<file path="config.mk">
export PLATFORM = sky130hd
export DESIGN_NAME = lcr_regs
export DESIGN_NICKNAME = d
export VERILOG_FILES = /design/src/core/lcr_pkg.sv /design/src/core/lcr_regs.sv
export SDC_FILE = /design/constraint.sdc
export NUM_CORES = 1
export LEC_CHECK = 0
export BUFFER_PORTS_ARGS = -buffer_cell sky130_fd_sc_hd__buf_2
export CAP_MARGIN = 30
export CORE_AREA = 2 2 214 216
export CTS_BUF_LIST = sky130_fd_sc_hd__clkbuf_4 sky130_fd_sc_hd__clkbuf_8
export CTS_CLUSTER_DIAMETER = 50
export DETAILED_ROUTE_END_ITERATION = 6
export DIE_AREA = 0 0 216 218
export SLEW_MARGIN = 20
export SYNTH_ARGS = -nofsm -noshare
export SYNTH_HDL_FRONTEND = slang
export SYNTH_HIERARCHICAL = 1
export SYNTH_SLANG_ARGS = --single-unit
</file>
<file path="constraint.sdc">
create_clock -name sys_clk -period 6.5 [get_ports sys_clk]
set_input_delay 1.3 -clock sys_clk [delete_from_list [all_inputs] [get_ports sys_clk]]
set_output_delay 1.3 -clock sys_clk [all_outputs]
set_load 0.01 [all_outputs]
</file>
<file path="src/core/lcr_pkg.sv">
// package for the eight-channel line control register bank
package lcr_pkg;
  localparam int NUM_CH = 8;
  localparam int ADDR_W = 8;
  localparam int DATA_W = 8;
  // register offsets inside a channel, channel stride
  localparam logic [3:0] OFF_PATTERN = 4'h0;
  localparam logic [3:0] OFF_JA_CFG = 4'h1;
  localparam logic [3:0] OFF_TX_TEST_LOOP = 4'h2;
  localparam logic [3:0] OFF_CODING = 4'h3;
  localparam int CH_STRIDE = 16;
  // field positions
  localparam int POS_PATTERN_TYPE = 7;
  localparam int POS_PATH_LO = 2;
  localparam int POS_BW = 1;
  localparam int POS_DEPTH = 0;
  localparam int POS_INVERT = 7;
  localparam int POS_DIAG_LO = 4;
  localparam int POS_TX_EN = 3;
  localparam int POS_LOOP_LO = 0;
  localparam int POS_LINE_CODE = 5;
  localparam int POS_RES_LO = 3;
  localparam int POS_BPV = 2;
  // writable masks and reset values
  localparam logic [7:0] MASK_PATTERN = 8'h80;
  localparam logic [7:0] MASK_JA_CFG = 8'h0f;
  localparam logic [7:0] MASK_CODING = 8'h3c;
  localparam logic [7:0] RST_REG = 8'h00;
  // jitter corner in tenths of hertz, buffer depths in bits
  localparam logic [6:0] BW_E1_WIDE = 7'h64;
  localparam logic [6:0] BW_E1_NARROW = 7'h0f;
  localparam logic [6:0] BW_T1 = 7'h1e;
  localparam logic [6:0] DEPTH_SHORT = 7'h20;
  localparam logic [6:0] DEPTH_LONG = 7'h40;
  // resistor values in ohms
  localparam logic [7:0] RES_240 = 8'hf0;
  localparam logic [7:0] RES_210 = 8'hd2;
  localparam logic [7:0] RES_150 = 8'h96;
  localparam int FIFO_DEPTH = 8;
  typedef enum {lcr_pat_none, lcr_pat_qrss, lcr_pat_prbs, lcr_pat_ones} lcr_pattern_e;
  typedef enum {lcr_loop_none, lcr_loop_dual, lcr_loop_analog, lcr_loop_remote, lcr_loop_digital} lcr_loop_e;
  // per-channel decoded control word
  typedef struct packed {
    logic tx_power;
    logic pattern_invert;
    logic [1:0] pattern;
    logic [2:0] loop;
    logic ja_tx;
    logic ja_rx;
    logic [6:0] ja_corner;
    logic [6:0] ja_depth;
    logic [5:0] ja_latency;
    logic ami;
    logic [7:0] res_ohms;
  } lcr_ctrl_s;
  // violation event word carried through the buffer
  typedef struct packed {
    logic [2:0] channel;
  } lcr_event_s;
endpackage

</file>
<file path="src/core/lcr_regs.sv">
// per-channel control registers, decode, violation insertion and event fifo
//
// Design decision made here: the strobed register port.
`timescale 1ns/100ps
`default_nettype none
// Notes on behaviour
// - e1 corner 10 or 1.5 hz, t1 3 hz
// - buffer depth 32 or 64 bits
// - buffer latency is half the depth
// - invert bit flips quasi-random pattern polarity
// - pattern select none, quasi-random, all ones
// - transmitter on needs enable bit and pin
// - loopback select none, dual, analog, remote, digital
// - single rail zero-substitution or plain ami code
// - resistor select none, 240, 210, 150 ohms
// - rising violation bit inserts one violation
// - violation bit sampled on transmit clock
// - attenuator path none, transmit, receive
// - pattern type quasi-random or pseudo-random

// small synchronous fifo with valid and ready on both sides
module lcr_fifo #(
  parameter int WIDTH = 3,
  parameter int DEPTH = 8
) (
  input wire logic sys_clk,
  input wire logic rst,
  input wire logic [WIDTH-1:0] in_data,
  input wire logic in_valid,
  output logic in_ready,
  output logic [WIDTH-1:0] out_data,
  output logic out_valid,
  input wire logic out_ready
);
  localparam int PW = $clog2(DEPTH);
  logic [WIDTH-1:0] mem [DEPTH];
  logic [PW-1:0] wr_ptr_reg;
  logic [PW-1:0] rd_ptr_reg;
  logic [PW:0] count_reg;
  logic push;
  logic pop;
  assign in_ready = (count_reg != (PW+1)'(DEPTH));
  assign out_valid = (count_reg != '0);
  assign out_data = mem[rd_ptr_reg];
  assign push = in_valid && in_ready;
  assign pop = out_valid && out_ready;
  // storage write, no reset needed for data
  always_ff @(posedge sys_clk)
  begin
    if (push)
      mem[wr_ptr_reg] <= in_data;
  end
  // pointers and fill count
  always_ff @(posedge sys_clk)
  begin
    if (rst)
    begin
      wr_ptr_reg <= '0;
      rd_ptr_reg <= '0;
      count_reg <= '0;
    end
    else
    begin
      if (push)
        wr_ptr_reg <= (wr_ptr_reg == PW'(DEPTH-1)) ? '0 : wr_ptr_reg + 1'b1;
      if (pop)
        rd_ptr_reg <= (rd_ptr_reg == PW'(DEPTH-1)) ? '0 : rd_ptr_reg + 1'b1;
      count_reg <= count_reg + (PW+1)'(push) - (PW+1)'(pop);
    end
  end
endmodule // lcr_fifo

module lcr_regs
  import lcr_pkg::*;
#(
  parameter int NCH = lcr_pkg::NUM_CH
) (
  input wire logic sys_clk,
  input wire logic rst,
  input wire logic [lcr_pkg::ADDR_W-1:0] reg_addr,
  input wire logic [lcr_pkg::DATA_W-1:0] reg_wdata,
  input wire logic reg_wr,
  input wire logic reg_rd,
  output logic [lcr_pkg::DATA_W-1:0] reg_rdata,
  input wire logic e1_mode,
  input wire logic single_rail,
  input wire logic tx_power_pin,
  input wire logic [NCH-1:0] tx_line_clock,
  output lcr_pkg::lcr_ctrl_s [NCH-1:0] ch_ctrl,
  output logic [NCH-1:0] bpv_strobe,
  output logic [2:0] bpv_channel,
  output logic bpv_valid,
  input wire logic bpv_ready
);
  import lcr_pkg::*;

  // register copies, one set per channel
  logic [7:0] pattern_reg [NCH];
  logic [7:0] ja_reg [NCH];
  logic [7:0] tx_reg [NCH];
  logic [7:0] code_reg [NCH];
  lcr_ctrl_s [NCH-1:0] ch_ctrl_reg;
  logic [NCH-1:0] bpv_strobe_reg;
  logic [NCH-1:0] pin_sync1_reg;
  logic [NCH-1:0] pin_sync2_reg;
  logic [NCH-1:0] clk_sync1_reg;
  logic [NCH-1:0] clk_sync2_reg;
  logic [NCH-1:0] clk_prev_reg;
  logic [NCH-1:0] bpv_sampled_reg;
  logic [NCH-1:0] bpv_pending_reg;
  logic [NCH-1:0] bpv_pending_next;
  logic [7:0] rdata_reg;
  logic [7:0] rdata_next;
  logic ev_valid;
  logic ev_ready;
  logic [2:0] ev_chan;
  logic [2:0] fifo_data;
  logic fifo_valid;
  logic [2:0] out_chan_reg;
  logic out_valid_reg;

  // channel field of an address; upper nibble names the channel
  function automatic logic hit(input logic [7:0] a, input logic [3:0] off, input int ch);
    return (a[7:4] == 4'(ch)) && (a[3:0] == off);
  endfunction

  // host writes; only documented bits are stored, reserved bits stay zero
  always_ff @(posedge sys_clk)
  begin
    for (int c = 0; c < NCH; c++)
    begin
      if (rst)
      begin
        pattern_reg[c] <= RST_REG;
        ja_reg[c] <= RST_REG;
        tx_reg[c] <= RST_REG;
        code_reg[c] <= RST_REG;
      end
      else if (reg_wr)
      begin
        if (hit(reg_addr, OFF_PATTERN, c))
          pattern_reg[c] <= reg_wdata & MASK_PATTERN;
        if (hit(reg_addr, OFF_JA_CFG, c))
          ja_reg[c] <= reg_wdata & MASK_JA_CFG;
        if (hit(reg_addr, OFF_TX_TEST_LOOP, c))
          tx_reg[c] <= reg_wdata;
        if (hit(reg_addr, OFF_CODING, c))
          code_reg[c] <= reg_wdata & MASK_CODING;
      end
    end
  end

  // read mux; unmapped offsets and channels answer zero
  always_comb
  begin
    rdata_next = 8'h00;
    for (int c = 0; c < NCH; c++)
    begin
      if (hit(reg_addr, OFF_PATTERN, c))
        rdata_next = pattern_reg[c];
      if (hit(reg_addr, OFF_JA_CFG, c))
        rdata_next = ja_reg[c];
      if (hit(reg_addr, OFF_TX_TEST_LOOP, c))
        rdata_next = tx_reg[c];
      if (hit(reg_addr, OFF_CODING, c))
        rdata_next = code_reg[c];
    end
  end

  // read data is held for exactly the cycle after the strobe
  always_ff @(posedge sys_clk)
  begin
    if (rst)
      rdata_reg <= 8'h00;
    else if (reg_rd)
      rdata_reg <= rdata_next;
    else
      rdata_reg <= 8'h00;
  end

  // enable pin comes from a board pin, so two flops before use
  always_ff @(posedge sys_clk)
  begin
    if (rst)
    begin
      pin_sync1_reg <= '0;
      pin_sync2_reg <= '0;
    end
    else
    begin
      pin_sync1_reg <= {NCH{tx_power_pin}};
      pin_sync2_reg <= pin_sync1_reg;
    end
  end

  // decode control words for the datapath
  always_ff @(posedge sys_clk)
  begin
    for (int c = 0; c < NCH; c++)
    begin
      if (rst)
        ch_ctrl_reg[c] <= '0;
      else
      begin
        ch_ctrl_reg[c].tx_power <= tx_reg[c][POS_TX_EN] && pin_sync2_reg[c];
        ch_ctrl_reg[c].pattern_invert <= pattern_reg[c][POS_PATTERN_TYPE] && tx_reg[c][POS_INVERT];
        case (tx_reg[c][POS_DIAG_LO +: 3])
          3'h4: ch_ctrl_reg[c].pattern <= pattern_reg[c][POS_PATTERN_TYPE] ? 2'(lcr_pat_qrss)
                                                                           : 2'(lcr_pat_prbs);
          3'h5: ch_ctrl_reg[c].pattern <= 2'(lcr_pat_ones);
          default: ch_ctrl_reg[c].pattern <= 2'(lcr_pat_none); // reserved diagnostic select values send nothing
        endcase
        case (tx_reg[c][POS_LOOP_LO +: 3])
          3'h4: ch_ctrl_reg[c].loop <= 3'(lcr_loop_dual);
          3'h5: ch_ctrl_reg[c].loop <= 3'(lcr_loop_analog);
          3'h6: ch_ctrl_reg[c].loop <= 3'(lcr_loop_remote);
          3'h7: ch_ctrl_reg[c].loop <= 3'(lcr_loop_digital);
          default: ch_ctrl_reg[c].loop <= 3'(lcr_loop_none);
        endcase
        ch_ctrl_reg[c].ja_tx <= (ja_reg[c][POS_PATH_LO +: 2] == 2'h1);
        ch_ctrl_reg[c].ja_rx <= ja_reg[c][POS_PATH_LO + 1];
        if (!e1_mode)
          ch_ctrl_reg[c].ja_corner <= BW_T1;
        else
          ch_ctrl_reg[c].ja_corner <= ja_reg[c][POS_BW] ? BW_E1_NARROW : BW_E1_WIDE;
        ch_ctrl_reg[c].ja_depth <= ja_reg[c][POS_DEPTH] ? DEPTH_LONG : DEPTH_SHORT;
        ch_ctrl_reg[c].ja_latency <= ja_reg[c][POS_DEPTH] ? DEPTH_LONG[6:1] : DEPTH_SHORT[6:1];
        ch_ctrl_reg[c].ami <= single_rail && code_reg[c][POS_LINE_CODE];
        case (code_reg[c][POS_RES_LO +: 2])
          2'h1: ch_ctrl_reg[c].res_ohms <= RES_240;
          2'h2: ch_ctrl_reg[c].res_ohms <= RES_210;
          2'h3: ch_ctrl_reg[c].res_ohms <= RES_150;
          default: ch_ctrl_reg[c].res_ohms <= 8'h00;
        endcase
      end
    end
  end

  // transmit clocks are oversampled; sys_clk must run well above line rate
  always_ff @(posedge sys_clk)
  begin
    if (rst)
    begin
      clk_sync1_reg <= '0;
      clk_sync2_reg <= '0;
      clk_prev_reg <= '0;
    end
    else
    begin
      clk_sync1_reg <= tx_line_clock;
      clk_sync2_reg <= clk_sync1_reg;
      clk_prev_reg <= clk_sync2_reg;
    end
  end

  // violation bit sampled at each transmit clock rising edge; a 0-to-1 seen there arms one insertion
  always_comb
  begin
    bpv_pending_next = bpv_pending_reg;
    for (int c = 0; c < NCH; c++)
    begin
      if (ev_ready && ev_chan == 3'(c))
        bpv_pending_next[c] = 1'b0;
      if (clk_sync2_reg[c] && !clk_prev_reg[c] && code_reg[c][POS_BPV] && !bpv_sampled_reg[c])
        bpv_pending_next[c] = 1'b1; // set wins over the clear
    end
  end

  always_ff @(posedge sys_clk)
  begin
    if (rst)
    begin
      bpv_sampled_reg <= '0;
      bpv_pending_reg <= '0;
      bpv_strobe_reg <= '0;
    end
    else
    begin
      bpv_pending_reg <= bpv_pending_next;
      for (int c = 0; c < NCH; c++)
      begin
        if (clk_sync2_reg[c] && !clk_prev_reg[c])
          bpv_sampled_reg[c] <= code_reg[c][POS_BPV];
        bpv_strobe_reg[c] <= ev_valid && ev_ready && ev_chan == 3'(c);
      end
    end
  end

  // lowest pending channel is offered to the event fifo
  always_comb
  begin
    ev_valid = 1'b0;
    ev_chan = 3'h0;
    for (int c = NCH - 1; c >= 0; c--)
    begin
      if (bpv_pending_reg[c])
      begin
        ev_valid = 1'b1;
        ev_chan = 3'(c);
      end
    end
  end

  lcr_fifo #(.WIDTH(3), .DEPTH(FIFO_DEPTH)) u_fifo (
    .sys_clk(sys_clk),
    .rst(rst),
    .in_data(ev_chan),
    .in_valid(ev_valid),
    .in_ready(ev_ready),
    .out_data(fifo_data),
    .out_valid(fifo_valid),
    .out_ready(!out_valid_reg)
  );

  // registered output stage; valid never waits for ready, so a stalled consumer still sees the event
  always_ff @(posedge sys_clk)
  begin
    if (rst)
    begin
      out_valid_reg <= 1'b0;
      out_chan_reg <= 3'h0;
    end
    else if (out_valid_reg && bpv_ready)
      out_valid_reg <= 1'b0;
    else if (!out_valid_reg && fifo_valid)
    begin
      out_valid_reg <= 1'b1;
      out_chan_reg <= fifo_data;
    end
  end

  assign reg_rdata = rdata_reg;
  assign ch_ctrl = ch_ctrl_reg;
  assign bpv_strobe = bpv_strobe_reg;
  assign bpv_channel = out_chan_reg;
  assign bpv_valid = out_valid_reg;
endmodule // lcr_regs
`default_nettype wire

</file>
=== After elaboration in Yosys (flattened, before gate mapping) ===
Memories as Yosys holds them, arrays and structs flattened. A register that Yosys moved wholly into a read port is not among the register bits.
Index checks and enable logic that the tools add are counted.

* Register bits: 373
* Latch bits: 0
* Bits in writable memories: 160
* Bits in read-only memories: 0
* Input port bits: 32
* Output and inout port bits: 324
* Logic and storage cells: 693
* Memories kept: 5

* $add $sub $neg: 4
* $mul: 0
* Divide/modulo/power cells: 0
* $lt $le $gt $ge: 0
* Eq/ne operators: 100
* Shift-type cells: 0
* Mux-type cells: 294
* Bitwise gates (word level): 35
* Reductions and logical operators: 132

{| class="wikitable"
|+ Memories
! memory !! words !! width !! rd ports !! clocked after Yosys merged registers in !! wr ports !! RTL line !! text
|-
| tx_reg || 8 || 8 || 8 || 0 || 8 || lcr_regs.sv:100 || <nowiki>logic [7:0] tx_reg [NCH];</nowiki>
|-
| code_reg || 8 || 4 || 8 || 0 || 8 || lcr_regs.sv:101 || <nowiki>logic [7:0] code_reg [NCH];</nowiki>
|-
| ja_reg || 8 || 4 || 8 || 0 || 8 || lcr_regs.sv:99 || <nowiki>logic [7:0] ja_reg [NCH];</nowiki>
|-
| u_fifo.mem || 8 || 3 || 1 || 1 || 1 || lcr_regs.sv:36 || <nowiki>logic [WIDTH-1:0] mem [DEPTH];</nowiki>
|-
| pattern_reg || 8 || 1 || 8 || 0 || 8 || lcr_regs.sv:98 || <nowiki>logic [7:0] pattern_reg [NCH];</nowiki>
|}

{| class="wikitable"
|+ Operators by type and width
! kind !! number
|-
| $mux W8 || 40
|-
| $pmux W8 S3 || 8
|-
| $mux W1 || 164
|-
| $eq A3 B3 Y1 const B || 54
|-
| $mux W7 || 16
|-
| $logic_and A1 B1 Y1 || 99
|-
| $pmux W3 S4 || 8
|-
| $mux W4 || 16
|-
| $mux W6 || 8
|-
| $mux W5 || 8
|-
| $eq A2 B1 Y1 const B || 16
|-
| $eq A2 B2 Y1 const B || 16
|-
| $or A1 B1 Y1 || 32
|-
| $pmux W2 S2 || 8
|-
| $mux W3 || 10
|-
| $logic_not A1 Y1 || 17
|-
| $eq A4 B2 Y1 const B || 4
|-
| $eq A4 B3 Y1 const B || 4
|-
| $mux W2 || 8
|-
| $reduce_bool A2 Y1 || 8
|-
| $eq A4 B1 Y1 const B || 2
|-
| $logic_not A4 Y1 || 2
|-
| $add A3 B1 Y3 const B || 2
|-
| $eq A3 B2 Y1 const B || 2
|-
| 9 further kinds || 13
|}

=== Logic depth before layout (Yosys ltp) ===
Gate-level depths: netlist of the first run.

* Depth after elaboration: 34
* Gate-level depth with buffers: 11
* Gate-level depth less buffers: 10

=== Hierarchy ===
The synthesis of the first run kept the hierarchy.

{| class="wikitable"
|+ By module, submodules not included
! module !! times used !! cells each !! area an instance (um2) !! sequential area each (um2)
|-
| lcr_regs || 1 || 1,495 || 15,229.6 || 8,568.2
|-
| lcr_fifo || 1 || 110 || 1,651.6 || 980.9
|}

=== Worst setup path before layout of the first run ===
Ideal clock, no wire load.

* Path kind: input to register
* Start point: input reg_addr[6] in the netlist's numbering
* End point: memory tx_reg[1][2] (netlist: tx_reg[0][10]), enable pin
* Library setup time: 384 ps
* Data arrival time: 2,926 ps
* Data required time: 6,116 ps
* Path slack: 3,190 ps
* Stages: 5
* Path buffers: 3
* Cells stage by stage: buf_6 buf_6 or4b_4 clkbuf_1 o21ai_0

{| class="wikitable"
|+ RTL lines
! item !! RTL line !! text
|-
| start, declared || lcr_regs.sv:80 || <nowiki>input wire logic [lcr_pkg::ADDR_W-1:0] reg_addr,</nowiki>
|-
| end, declared || lcr_regs.sv:100 ||
|}

==> results of run 1 <==
how the worst max path moves through the flow:
stage	to	startpoint
after floorplan	tx_reg[0][10]	reg_addr[6]
after global placement	tx_reg[0][24]	reg_addr[1]
after detailed placement	tx_reg[0][3]	reg_addr[1]
after CTS	tx_reg[0][3]	reg_addr[1]
after global routing	tx_reg[1][12]	reg_addr[1]
final	ja_reg[0][3]	reg_addr[0]
power breakdown:
part	internal, W	total, W	switching (W)
combinational	0.000260	0.000657	0.000397
sequential	0.00274	0.00285	0.000112
clock	0.00147	0.00248	0.00100
total	0.00448	0.00599	0.00151
Yosys cell counts, types with 4 or more instances:
cell	count	area, um^2
a2111oi_0	4	35.0
a211o_1	5	43.8
a211oi_1	5	37.5
a21oi_1	66	330
a22oi_1	9	67.6
a31oi_1	8	50.1
a32oi_1	4	35.0
and2_1	31	194
and3_1	87	544
buf_1	7	26.3
buf_2	15	75.1
buf_4	143	1070
buf_6	4	45.0
clkbuf_1	63	236
dfxtp_1	237	4740
edfxtp_1	160	4800
ha_1	42	526
inv_1	45	169
mux2_2	6	67.6
mux2i_1	17	170
mux4_1	6	158
nand2_1	84	315
nand2b_1	14	87.6
nand3_1	13	65.1
nand3b_1	9	67.6
nor2_1	190	713
nor2b_1	94	588
nor3_1	25	125
nor3b_1	10	75.1
nor4_1	7	43.8
nor4b_1	11	96.3
o21a_1	5	37.5
o21ai_0	76	380
o22ai_1	21	131
o31ai_1	8	60.1
or3_1	4	25.0
xnor2_1	9	78.8
cells in the final DEF, fill, tap and decap left out, drive strengths merged, types with 42 or more instances in the layout:
| cell type | netlist | final |
|---|---|---|
| a21oi | 67 | 67 |
| and3 | 87 | 87 |
| buf | 169 | 294 |
| clkbuf | 64 | 110 |
| conb | 1 | 88 |
| dfxtp | 237 | 237 |
| edfxtp | 160 | 160 |
| ha | 42 | 42 |
| inv | 45 | 46 |
| nand2 | 85 | 85 |
| nor2 | 190 | 190 |
| nor2b | 94 | 94 |
| o21ai | 78 | 78 |
cell families (layout without fill, tap and decap cells):
| kind of cell | count (synthesis) | count (layout) | synth area share (%) |
|---|---|---|---|
| mux | 29 | 29 | 2.34 |
| fa+ha+maj | 43 | 43 | 3.23 |
| buf+inv | 278 | 464 | 9.66 |
| xor+xnor | 9 | 9 | 0.467 |
| other cells | 1 | 89 | 0.0222 |
| compound gates | 245 | 245 | 8.88 |
| flops | 397 | 397 | 56.6 |
| simple gates | 603 | 603 | 18.8 |
worst max-delay path: cells and delay by family:
family                 cells  cell delay [ps]
AOI/OAI and AO/OA          1              690
buffers and inverters      3             1430
and+or+nand+nor            2              440
per-stage QoR:
step / std cells / cell area [um^2] / hold slack (ps) / utilization, %
final: 2479 / 19600 / 426 / 43.8
after detailed placement: 2350 / 18100 / 427 / 40.3
after global routing: 2478 / 19600 / 444 / 43.8
after floorplan: 1692 / 17200 / 411 / -
after CTS: 2475 / 19600 / 433 / 43.7
after global placement: 2344 / 18000 / 423 / 40.2
metal layers:
layer  routed length (um)  vias to the layer above
li1                     -                     5791
met1                21000                     6065
met2                24200                      569
met3                 3620                       87
met4                 1390                        0
met5                    0                        -
layout make-up:
| cell class | instances | area, um^2 | share of cell area (%) |
|---|---|---|---|
| Timing Repair Buffer | 294 | 1550 | 7.90 |
| Inverter | 45 | 169 | 0.860 |
| Sequential cell | 397 | 9550 | 48.6 |
| Antenna cell | 1 | 2.50 | 0.0127 |
| Tap cell | 600 | 751 | 3.82 |
| Clock inverter | 15 | 181 | 0.923 |
| Clock buffer | 110 | 1350 | 6.85 |
| Multi-Input combinational cell | 1017 | 6100 | 31.0 |
==> metrics.md, run 1 <==
| Metric | Value |
|---|---|
| Max Fclk | `between 200 and 300 MHz` |
| Crit-path cells | `buf_2, inv_1, nor3_1, buf_4, nand2_1, o21ai_0` |
| Setup violators final | `0` |
| Gpl congestion | `around 0.94` |
| Pre-CTS setup slack | `2270 ps` |
| Hold Buf Count CTS | `0` |
| Setup tns final | `0 ps` |
| Required time of the critical path | `6730 ps` |
| Hold Crit Depth | `1` |
| Post-synth EDFFs | `160` |
| Setup crit start kind | `input pin` |
| Routed len/inst | `20.3 um` |
| Reg clk slew, reported paths | `60 ps` |
| Final min period | `~3700 ps` |
| First-pass GRT wire length | `72.8 mm` |
| Hold WC Path Type | `reg -> reg` |
| Worst setup margin | `about 2800 ps` |
| Fill cell count | `4,352` |
| Main synth FF type | `dfxtp_1` |
| H-tree depth | `3` |
| Slew Limit Fails | `0` |
| Crit Path Max Fanout | `41` |
| CTS Buffer Depth | `3` |
| Chip Width | `216 um` |
| Max reg flops | `162` |
| Later-pin clock latency in the skew report | `about 630 ps` |
| Slew @ Worst Pin | `971 ps` |
| Slack of the worst reg-to-reg path | `3970 ps` |
| Power, Total | `0.00599 W` |
| Final hold violations | `0` |
| Die height | `218 um` |
| Maxcap violations | `0` |
| IO Pins | `~360` |
| Resize count post-CTS | `0` |
| Status | `completed` |
| Global route hottest layer | `met2` |
| DR pass1 iterations | `5` |
| Largest net degree at the start of global routing | `94` |
| Avg Cell Area, Syn | `10.5 um^2` |
| Total CTS buffers | `70` |
| Arrival time at the worst endpoint | `3890 ps` |
| Hold-critical path endpoint | `clk_sync2_reg[4]` |
| R2R cell count | `10` |
| Crit-path slowest cell | `o21ai_0` |
| Reg-to-reg startpoint | `u_fifo/count_reg[2]` |
| Drc violations | `0` |
| Sequential area share after synthesis | `56.6%` |
| Vias | `12,500` |
| Vias in the first global route | `11,800` |
| Crit share post-route | `a little under three fifths` |
| Clock net sink count | `397` |
| Area growth syn-to-layout | `16.4%` |
| Buffers on Ports | `267` |
| Skew final | `between 30 and 40 ps` |
| Asr flop ratio synth | `0%` |
| Yosys reg bits | `between 300 and 400` |
| VDD IR max | `0.141 mV` |
| LEAKAGE | `approximately 8.5 nW` |
| CP Class | `in -> reg` |
| Initial drt markers | `approximately 1,300` |
| Met1 usage | `27.2%` |
| CTS tree | `yes` |
| Reg2reg end | `u_fifo/count_reg[2]` |
| Post-CTS Setup Inserts | `0` |
| Share of post-route cells with drive strength above 1 | `23.6%` |
| Initial core utilization | `a little under two fifths` |
| Slowest stage delay, CP | `690 ps` |
| RSZ-0062 raised after global routing | `no` |
| Yosys cell types | `75` |
| Num rows | `78` |
| Relative slew margins | `33.6%` |
| HP Start | `clk_sync1_reg[4]` |
| Fin nets | `approximately 1,900` |
| Initial antenna violation count | `1` |
| HPWL Detailed | `about 36 mm` |
| Vias/cell | `about 5` |
| CP endpoint kind | `flop` |
| Syn Inst Count | `1,605` |
| Antenna Nets Post-Route | `0` |
| Total core area | `0.0449 mm^2` |
| Die ar. | `0.0471 mm^2` |
| Synth warn | `6` |
| Final WL | `roughly 50 mm` |
| Grt met3 use | `3.89%` |
| GRT Total Usage | `20.7%` |
| Root buf cell | `clkbuf_8` |
| Grt met2 use | `33.8%` |
| Grt total ovfl | `0` |
| Synthesized area | `0.0169 mm^2` |
| PD cells | `slightly above 300 mW/mm^2` |
(Power assumes the default switching activity.)
==> run 2: changes to the inputs <==
ABC_AREA = 1   (was default)
CORE_AREA = 2 2 210 212   (was 2 2 214 216)
DIE_AREA = 0 0 212 214   (was 0 0 216 218)
clock period = 3.6 ns   (was 6.5 ns; I/O delays follow)
==> metrics.md, run 2 <==
| Metric | Value |
|---|---|
| CTS Buffer Depth | `3` |
| Largest net degree at the start of global routing | `85` |
| CP Class | `reg -> reg` |
| Final WL | `43.3 mm` |
| Antenna diode count | `0` |
| Status | `completed` |
| LEAKAGE | `8.93 nW` |
| Vias in the first global route | `11,900` |
| Post-CTS Setup Inserts | `0` |
| Clock net sink count | `397` |
| Yosys cell types | `47` |
| Num rows | `76` |
| Final min period | `about 2500 ps` |
| Crit Path Max Fanout | `9` |
| Setup violators final | `0` |
| Mux share of post-synthesis cell area | `0%` |
| Reg-to-reg startpoint | `bpv_pending_reg[1]` |
| Grt total ovfl | `0` |
| Storage element area | `0.00955 mm^2` |
| DR pass1 iterations | `5` |
| CP endpoint kind | `flop` |
| Commonest non-fill, non-tap cells in the layout | `nor2_1 (369), buf_2 (266), nand2_1 (256)` |
| Synth Area in XOR/XNOR | `less than 1%` |
| Total core area | `0.0429 mm^2` |
| Top post-synthesis cells by area | `edfxtp_1 (30%), dfxtp_1 (29%), nor2_1 (8.5%), buf_4 (6.6%), nand2_1 (5.9%)` |
| Most common cell after layout, fill and taps aside | `nor2_1` |
| Chip Width | `roughly 210 um` |
| Gate power share | `11.6%` |
| Main synth FF type | `dfxtp_1` |
| Multi-input logic area | `0.00494 mm^2` |
| RSZ-0062 raised after global routing | `no` |
| Sequential area share after synthesis | `58.6%` |
| Hold WC Path Type | `in -> reg` |
| Antenna Nets Post-Route | `0` |
| R2R cell count | `10` |
| Fin nets | `~2,100` |
| VDD IR max | `0.368 mV` |
| Resize count post-CTS | `0` |
| Synth cell count leaders | `nor2_1 (369), nand2_1 (256), dfxtp_1 (237)` |
| Die ar. | `0.0454 mm^2` |
| Total CTS buffers | `70` |
| Share of the synthesized area in the top cell type | `29.5%` |
| Routed len/inst | `16.2 um` |
| Buffers on Ports | `267` |
| Part of the power in the clock network | `40.6%` |
| First-pass GRT wire length | `65.2 mm` |
| Hold Buf Count CTS | `0` |
| Drc violations | `0` |
| Initial drt markers | `815` |
| Yosys reg bits | `397` |
| Switching power | `between 0.002 and 0.003 W` |
| Slew @ Worst Pin | `1060 ps` |
| Hold Crit Depth | `3` |
| Final hold violations | `0` |
| Vias/cell | `4.54` |
| Later-pin clock latency in the skew report | `620 ps` |
| Max reg flops | `162` |
| HP Start | `tx_line_clock[1]` |
| Post-synth EDFFs | `160` |
| Slew Limit Fails | `0` |
| Relative slew margins | `between 20 and 30%` |
| Switching share of power | `26.9%` |
| Fin util | `44.5%` |
| CTS tree | `yes` |
| Initial antenna violation count | `1` |
| Maxcap violations | `0` |
| Setup tns final | `0 ps` |
| Syn Inst Count | `~1,800` |
| Adder-cell share of the synthesized area | `3.35%` |
| Gpl congestion | `0.917` |
| Synth warn | `6` |
| Die height | `214 um` |
| Asr flop ratio synth | `0%` |
| Required time of the critical path | `4070 ps` |
| Synth Area in Compound Gates | `4.67%` |
| Fill cell count | `4,231` |
| Synth Area in Simple Gates | `between 20% and 30%` |
| Arrival time at the worst endpoint | `2960 ps` |
| H-tree depth | `3` |
| Share of post-route cells with drive strength above 1 | `a little over a fifth` |
| HPWL Detailed | `32.3 mm` |
| Root buf cell | `clkbuf_8` |
| Int Pwr | `slightly below 0.008 W` |
| Setup crit start kind | `flop` |
| Vias | `12,100` |
| Reg clk slew, reported paths | `~60 ps` |
| Slack of the worst reg-to-reg path | `1110 ps` |
| Hold-critical path endpoint | `clk_sync1_reg[1]` |
| Synthesized area | `0.0163 mm^2` |
| Sequential share of power | `roughly 48%` |
| Max Fclk | `402 MHz` |
| IO Pins | `356` |
| PD cells | `565 mW/mm^2` |
| GRT Total Usage | `18.8%` |
| Skew final | `36.7 ps` |
| Yosys top cell by area | `edfxtp_1` |
| Count leader, synth | `nor2_1` |
| Avg Cell Area, Syn | `9.17 um^2` |
| Area growth syn-to-layout | `17.2%` |
| Crit share post-route | `between 60% and 70%` |
| Reg2reg end | `u_fifo/count_reg[1]` |
| Largest family of logic cells by synthesized area | `simple AND/OR/NAND/NOR gates` |
| Initial core utilization | `38.0%` |
-- run 2: changes by cell type in the layout (fill, tap and decap cells not counted), moves of 14 or more --
cell	change
mux2i_1	-17
o21ai_0	-41
inv_1	+175
nand3_1	+63
nand2_1	+172
and3_1	-87
and2_1	-30
o22ai_1	-19
nand2b_1	-14
nor2_1	+180
nor2b_1	-94
-- run 2: power groups by stage --
stage,Clock (W),Sequential [W],Combinational (W)
global placement,0,0.00524,0.00122
global route,0.00469,0.00518,0.00145
detailed placement,0,0.00525,0.00125
floorplan,0,0.00523,0.000940
CTS,0.00449,0.00515,0.00127
finish,0.00438,0.00515,0.00126
-- run 2: per-stage QoR --
stage          worst slack, ps  hold slack (ps)  power (W)  cells  area [um^2]
2_1_floorplan              994              388    0.00617   1863        16600
3_3_place_gp               714              401    0.00646   2539        17500
3_5_place_dp               709              398    0.00650   2541        17600
4_1_cts                   1120              300     0.0109   2669        19100
5_1_grt                    867              332     0.0113   2670        19100
6_report                  1110              332     0.0108   2670        19100
-- run 2: final cells by class --
class	instances	share of cell area, %
repair buffers	283	7.88
clock inverters	26	1.04
multi-input cells	1050	25.9
flip-flops and latches	397	50.0
well taps	585	3.84
inverters	227	4.49
clock buffers	102	6.83
-- run 2: cells by family (layout without fill, tap and decap cells) --
group | after synthesis | after routing
AO/OA/AOI/OAI | 135 | 135
XOR/XNOR | 1 | 1
adder cells (fa/ha/maj) | 43 | 43
buffers and inverters | 416 | 638
flip-flops | 397 | 397
other | 1 | 88
AND/OR/NAND/NOR | 783 | 783
-- run 2: worst max-delay path by stage --
stage                  startpoint                  end  slack [ps]  depth (start not counted)
6_report       bpv_pending_reg[1]  u_fifo/count_reg[1]        1110                         10
5_1_grt        bpv_pending_reg[1]  u_fifo/count_reg[1]         870                         10
4_1_cts        bpv_pending_reg[1]  u_fifo/count_reg[1]        1120                         10
2_1_floorplan         reg_addr[3]        tx_reg[1][24]         990                          5
3_5_place_dp          reg_addr[4]         reg_rdata[2]         710                         17
3_3_place_gp          reg_addr[4]         reg_rdata[2]         710                         17
-- run 2: worst max-delay path, stage by stage, from the launching register on --
cell and delay [ps]:
dfxtp_1 310, or2_2 300, nor3_1 220, nand2_1 250
nand2_2 230, ha_1 260, inv_1 60, ha_1 190
fa_1 440, inv_1 70, nor2_1 30
-- run 2: routing by layer --
metal	vias to the layer above	track usage, %	wire, um
met2	429	31.9	21400
li1	5902	-	-
met5	-	0	0
met4	0	8.03	1370
met3	79	4.02	3030
met1	5710	22.9	17500
==> run 3: changes to the inputs <==
ABC_AREA = 0   (was 1)
CORE_AREA = 2 2 214 216   (was 2 2 210 212)
DIE_AREA = 0 0 216 218   (was 0 0 212 214)
clock period = 2.4 ns   (was 3.6 ns; I/O delays follow)
==> metrics.md, run 3 (synthesized netlist as in run 1, its figures left out) <==
| Metric | Value |
|---|---|
| Status | `completed` |
| Maxcap violations | `0` |
| DR WL met2 | `25.2 mm` |
| DR pass1 iterations | `5` |
| Vias/cell | `4.96` |
| Area growth syn-to-layout | `22.3%` |
| Met3 routed WL | `3.40 mm` |
| Die height | `~220 um` |
| Crit Path Max Fanout | `3` |
| CP most frequent cell | `ha_1` |
| Crit-path cells | `inv_2, ha_1, or3b_4, and2_4, ha_1, inv_1, ha_2, fa_2, nor2b_2` |
| Post-CTS Setup Inserts | `0` |
| Crit share post-route | `approximately 95%` |
| CP endpoint kind | `flop` |
| Fin util | `between 40% and 50%` |
| LEAKAGE | `9.06 nW` |
| Final hold violations | `0` |
| Initial core utilization | `37.6%` |
| PD cells | `795 mW/mm^2` |
| Vias in the first global route | `12,500` |
| Die ar. | `around 0.047 mm^2` |
| Routed len/inst | `19.8 um` |
| R2R cell count | `9` |
| Relative slew margins | `between 50% and 60%` |
| Antenna Nets Post-Route | `0` |
| Skew final | `22.1 ps` |
| Slew @ Worst Pin | `660 ps` |
| Reg clk slew, reported paths | `60 ps` |
| HP Start | `tx_line_clock[2]` |
| VDD IR max | `0.667 mV` |
| Total core area | `between 0.04 and 0.05 mm^2` |
| Top layer in use | `met4` |
| Grt total ovfl | `0` |
| Setup violators final | `0` |
| CTS Buffer Depth | `3` |
| Metal-1 WL | `approximately 22 mm` |
| Share of post-route cells with drive strength above 1 | `between 20% and 30%` |
| Later-pin clock latency in the skew report | `630 ps` |
| Commonest non-fill, non-tap cells in the layout | `buf_2 (266), dfxtp_1 (237), nor2_1 (190)` |
| Slowest stage delay, CP | `430 ps` |
| H-tree depth | `3` |
| Hold Crit Depth | `2` |
| HPWL Detailed | `39.3 mm` |
| Final min period | `2290 ps` |
| Num rows | `a little under 80` |
| Largest net degree at the start of global routing | `115` |
| Buffers on Ports | `267` |
| IO Pins | `~360` |
| CTS tree | `yes` |
| Gpl congestion | `0.931` |
| GRT Total Usage | `between 20% and 30%` |
| Initial antenna violation count | `2` |
| Hold Worst Slack | `66.8 ps` |
| Setup crit start kind | `flop` |
| Fin nets | `a little over 2,000` |
| Clock net sink count | `just under 400` |
| Drc violations | `0` |
| RSZ-0062 raised after global routing | `no` |
| Chip Width | `216 um` |
| Root buf cell | `clkbuf_8` |
| Most common cell after layout, fill and taps aside | `buf_2` |
| CP Class | `reg -> reg` |
| Max Fclk | `between 400 and 500 MHz` |
| Max reg flops | `162` |
| Initial drt markers | `1,002` |
| Hold WC Path Type | `in -> reg` |
| Arrival time at the worst endpoint | `2800 ps` |
| Total CTS buffers | `71` |
| Crit-path slowest cell | `fa_2` |
| Slew Limit Fails | `0` |
| Crit path launch | `u_fifo/count_reg[2]` |
| Vias | `between 10,000 and 15,000` |
| Required time of the critical path | `2910 ps` |
| First-pass GRT wire length | `74.8 mm` |
| Reg-to-reg startpoint | `u_fifo/count_reg[2]` |
| Final WL | `51.8 mm` |
run 3: layout make-up:
type	instances	area, um^2
clock buffers	103	1290
diodes	3	7.51
fillers	4301	24200
clock inverters	24	253
well taps	600	751
multi-input cells	1017	6070
flip-flops and latches	397	9550
repair buffers	425	2560
inverters	45	169
run 3: per-stage QoR:
| stage | area (um^2) | power, W | setup WS (ps) | std cells | TNS [ps] |
|---|---|---|---|---|---|
| CTS | 20600 | 0.0166 | 29.1 | 2611 | 0 |
| global placement | 19100 | 0.00978 | -680 | 2482 | -1480 |
| floorplan | 17200 | 0.00914 | -42.8 | 1692 | -2300 |
| detailed placement | 19100 | 0.00981 | -244 | 2483 | -2030 |
| finish | 20600 | 0.0164 | 113 | 2614 | 0 |
| global route | 20600 | 0.0171 | 15.5 | 2611 | 0 |
run 3: critical path: cells and delay by family, from the launching register on:
family                     cells  cell delay [ps]
adders and majority gates      4             1040
buffers and inverters          2              130
DFF                            1              310
and+or+nand+nor                3              690
run 3: report_power, final:
| group | internal [W] | switching (W) | total [W] |
|---|---|---|---|
| Combinational | 0.000855 | 0.00111 | 0.00197 |
| Clock | 0.00399 | 0.00273 | 0.00671 |
| Sequential | 0.00743 | 0.000303 | 0.00773 |
| Total | 0.0123 | 0.00414 | 0.0164 |
run 3: what timing repair did:
action	in CTS	in global routing
resized for setup	0	5
hold buffers	1	0
endpoints found under the hold margin	1	0
endpoints found under the setup margin	0	2
run 3: layer usage:
layer,global-route usage (%),vias to the layer above
li1,-,6062
met1,27.0,6284
met2,35.8,536
met3,4.00,90
met4,9.02,0
met5,0,-
run 3: worst paths after layout:
kind	end	slack [ps]
worst max register to register	u_fifo/count_reg[1]	110
worst min register to register	clk_sync2_reg[4]	430
worst min-delay path	clk_sync1_reg[2]	70
worst max-delay path	u_fifo/count_reg[1]	110
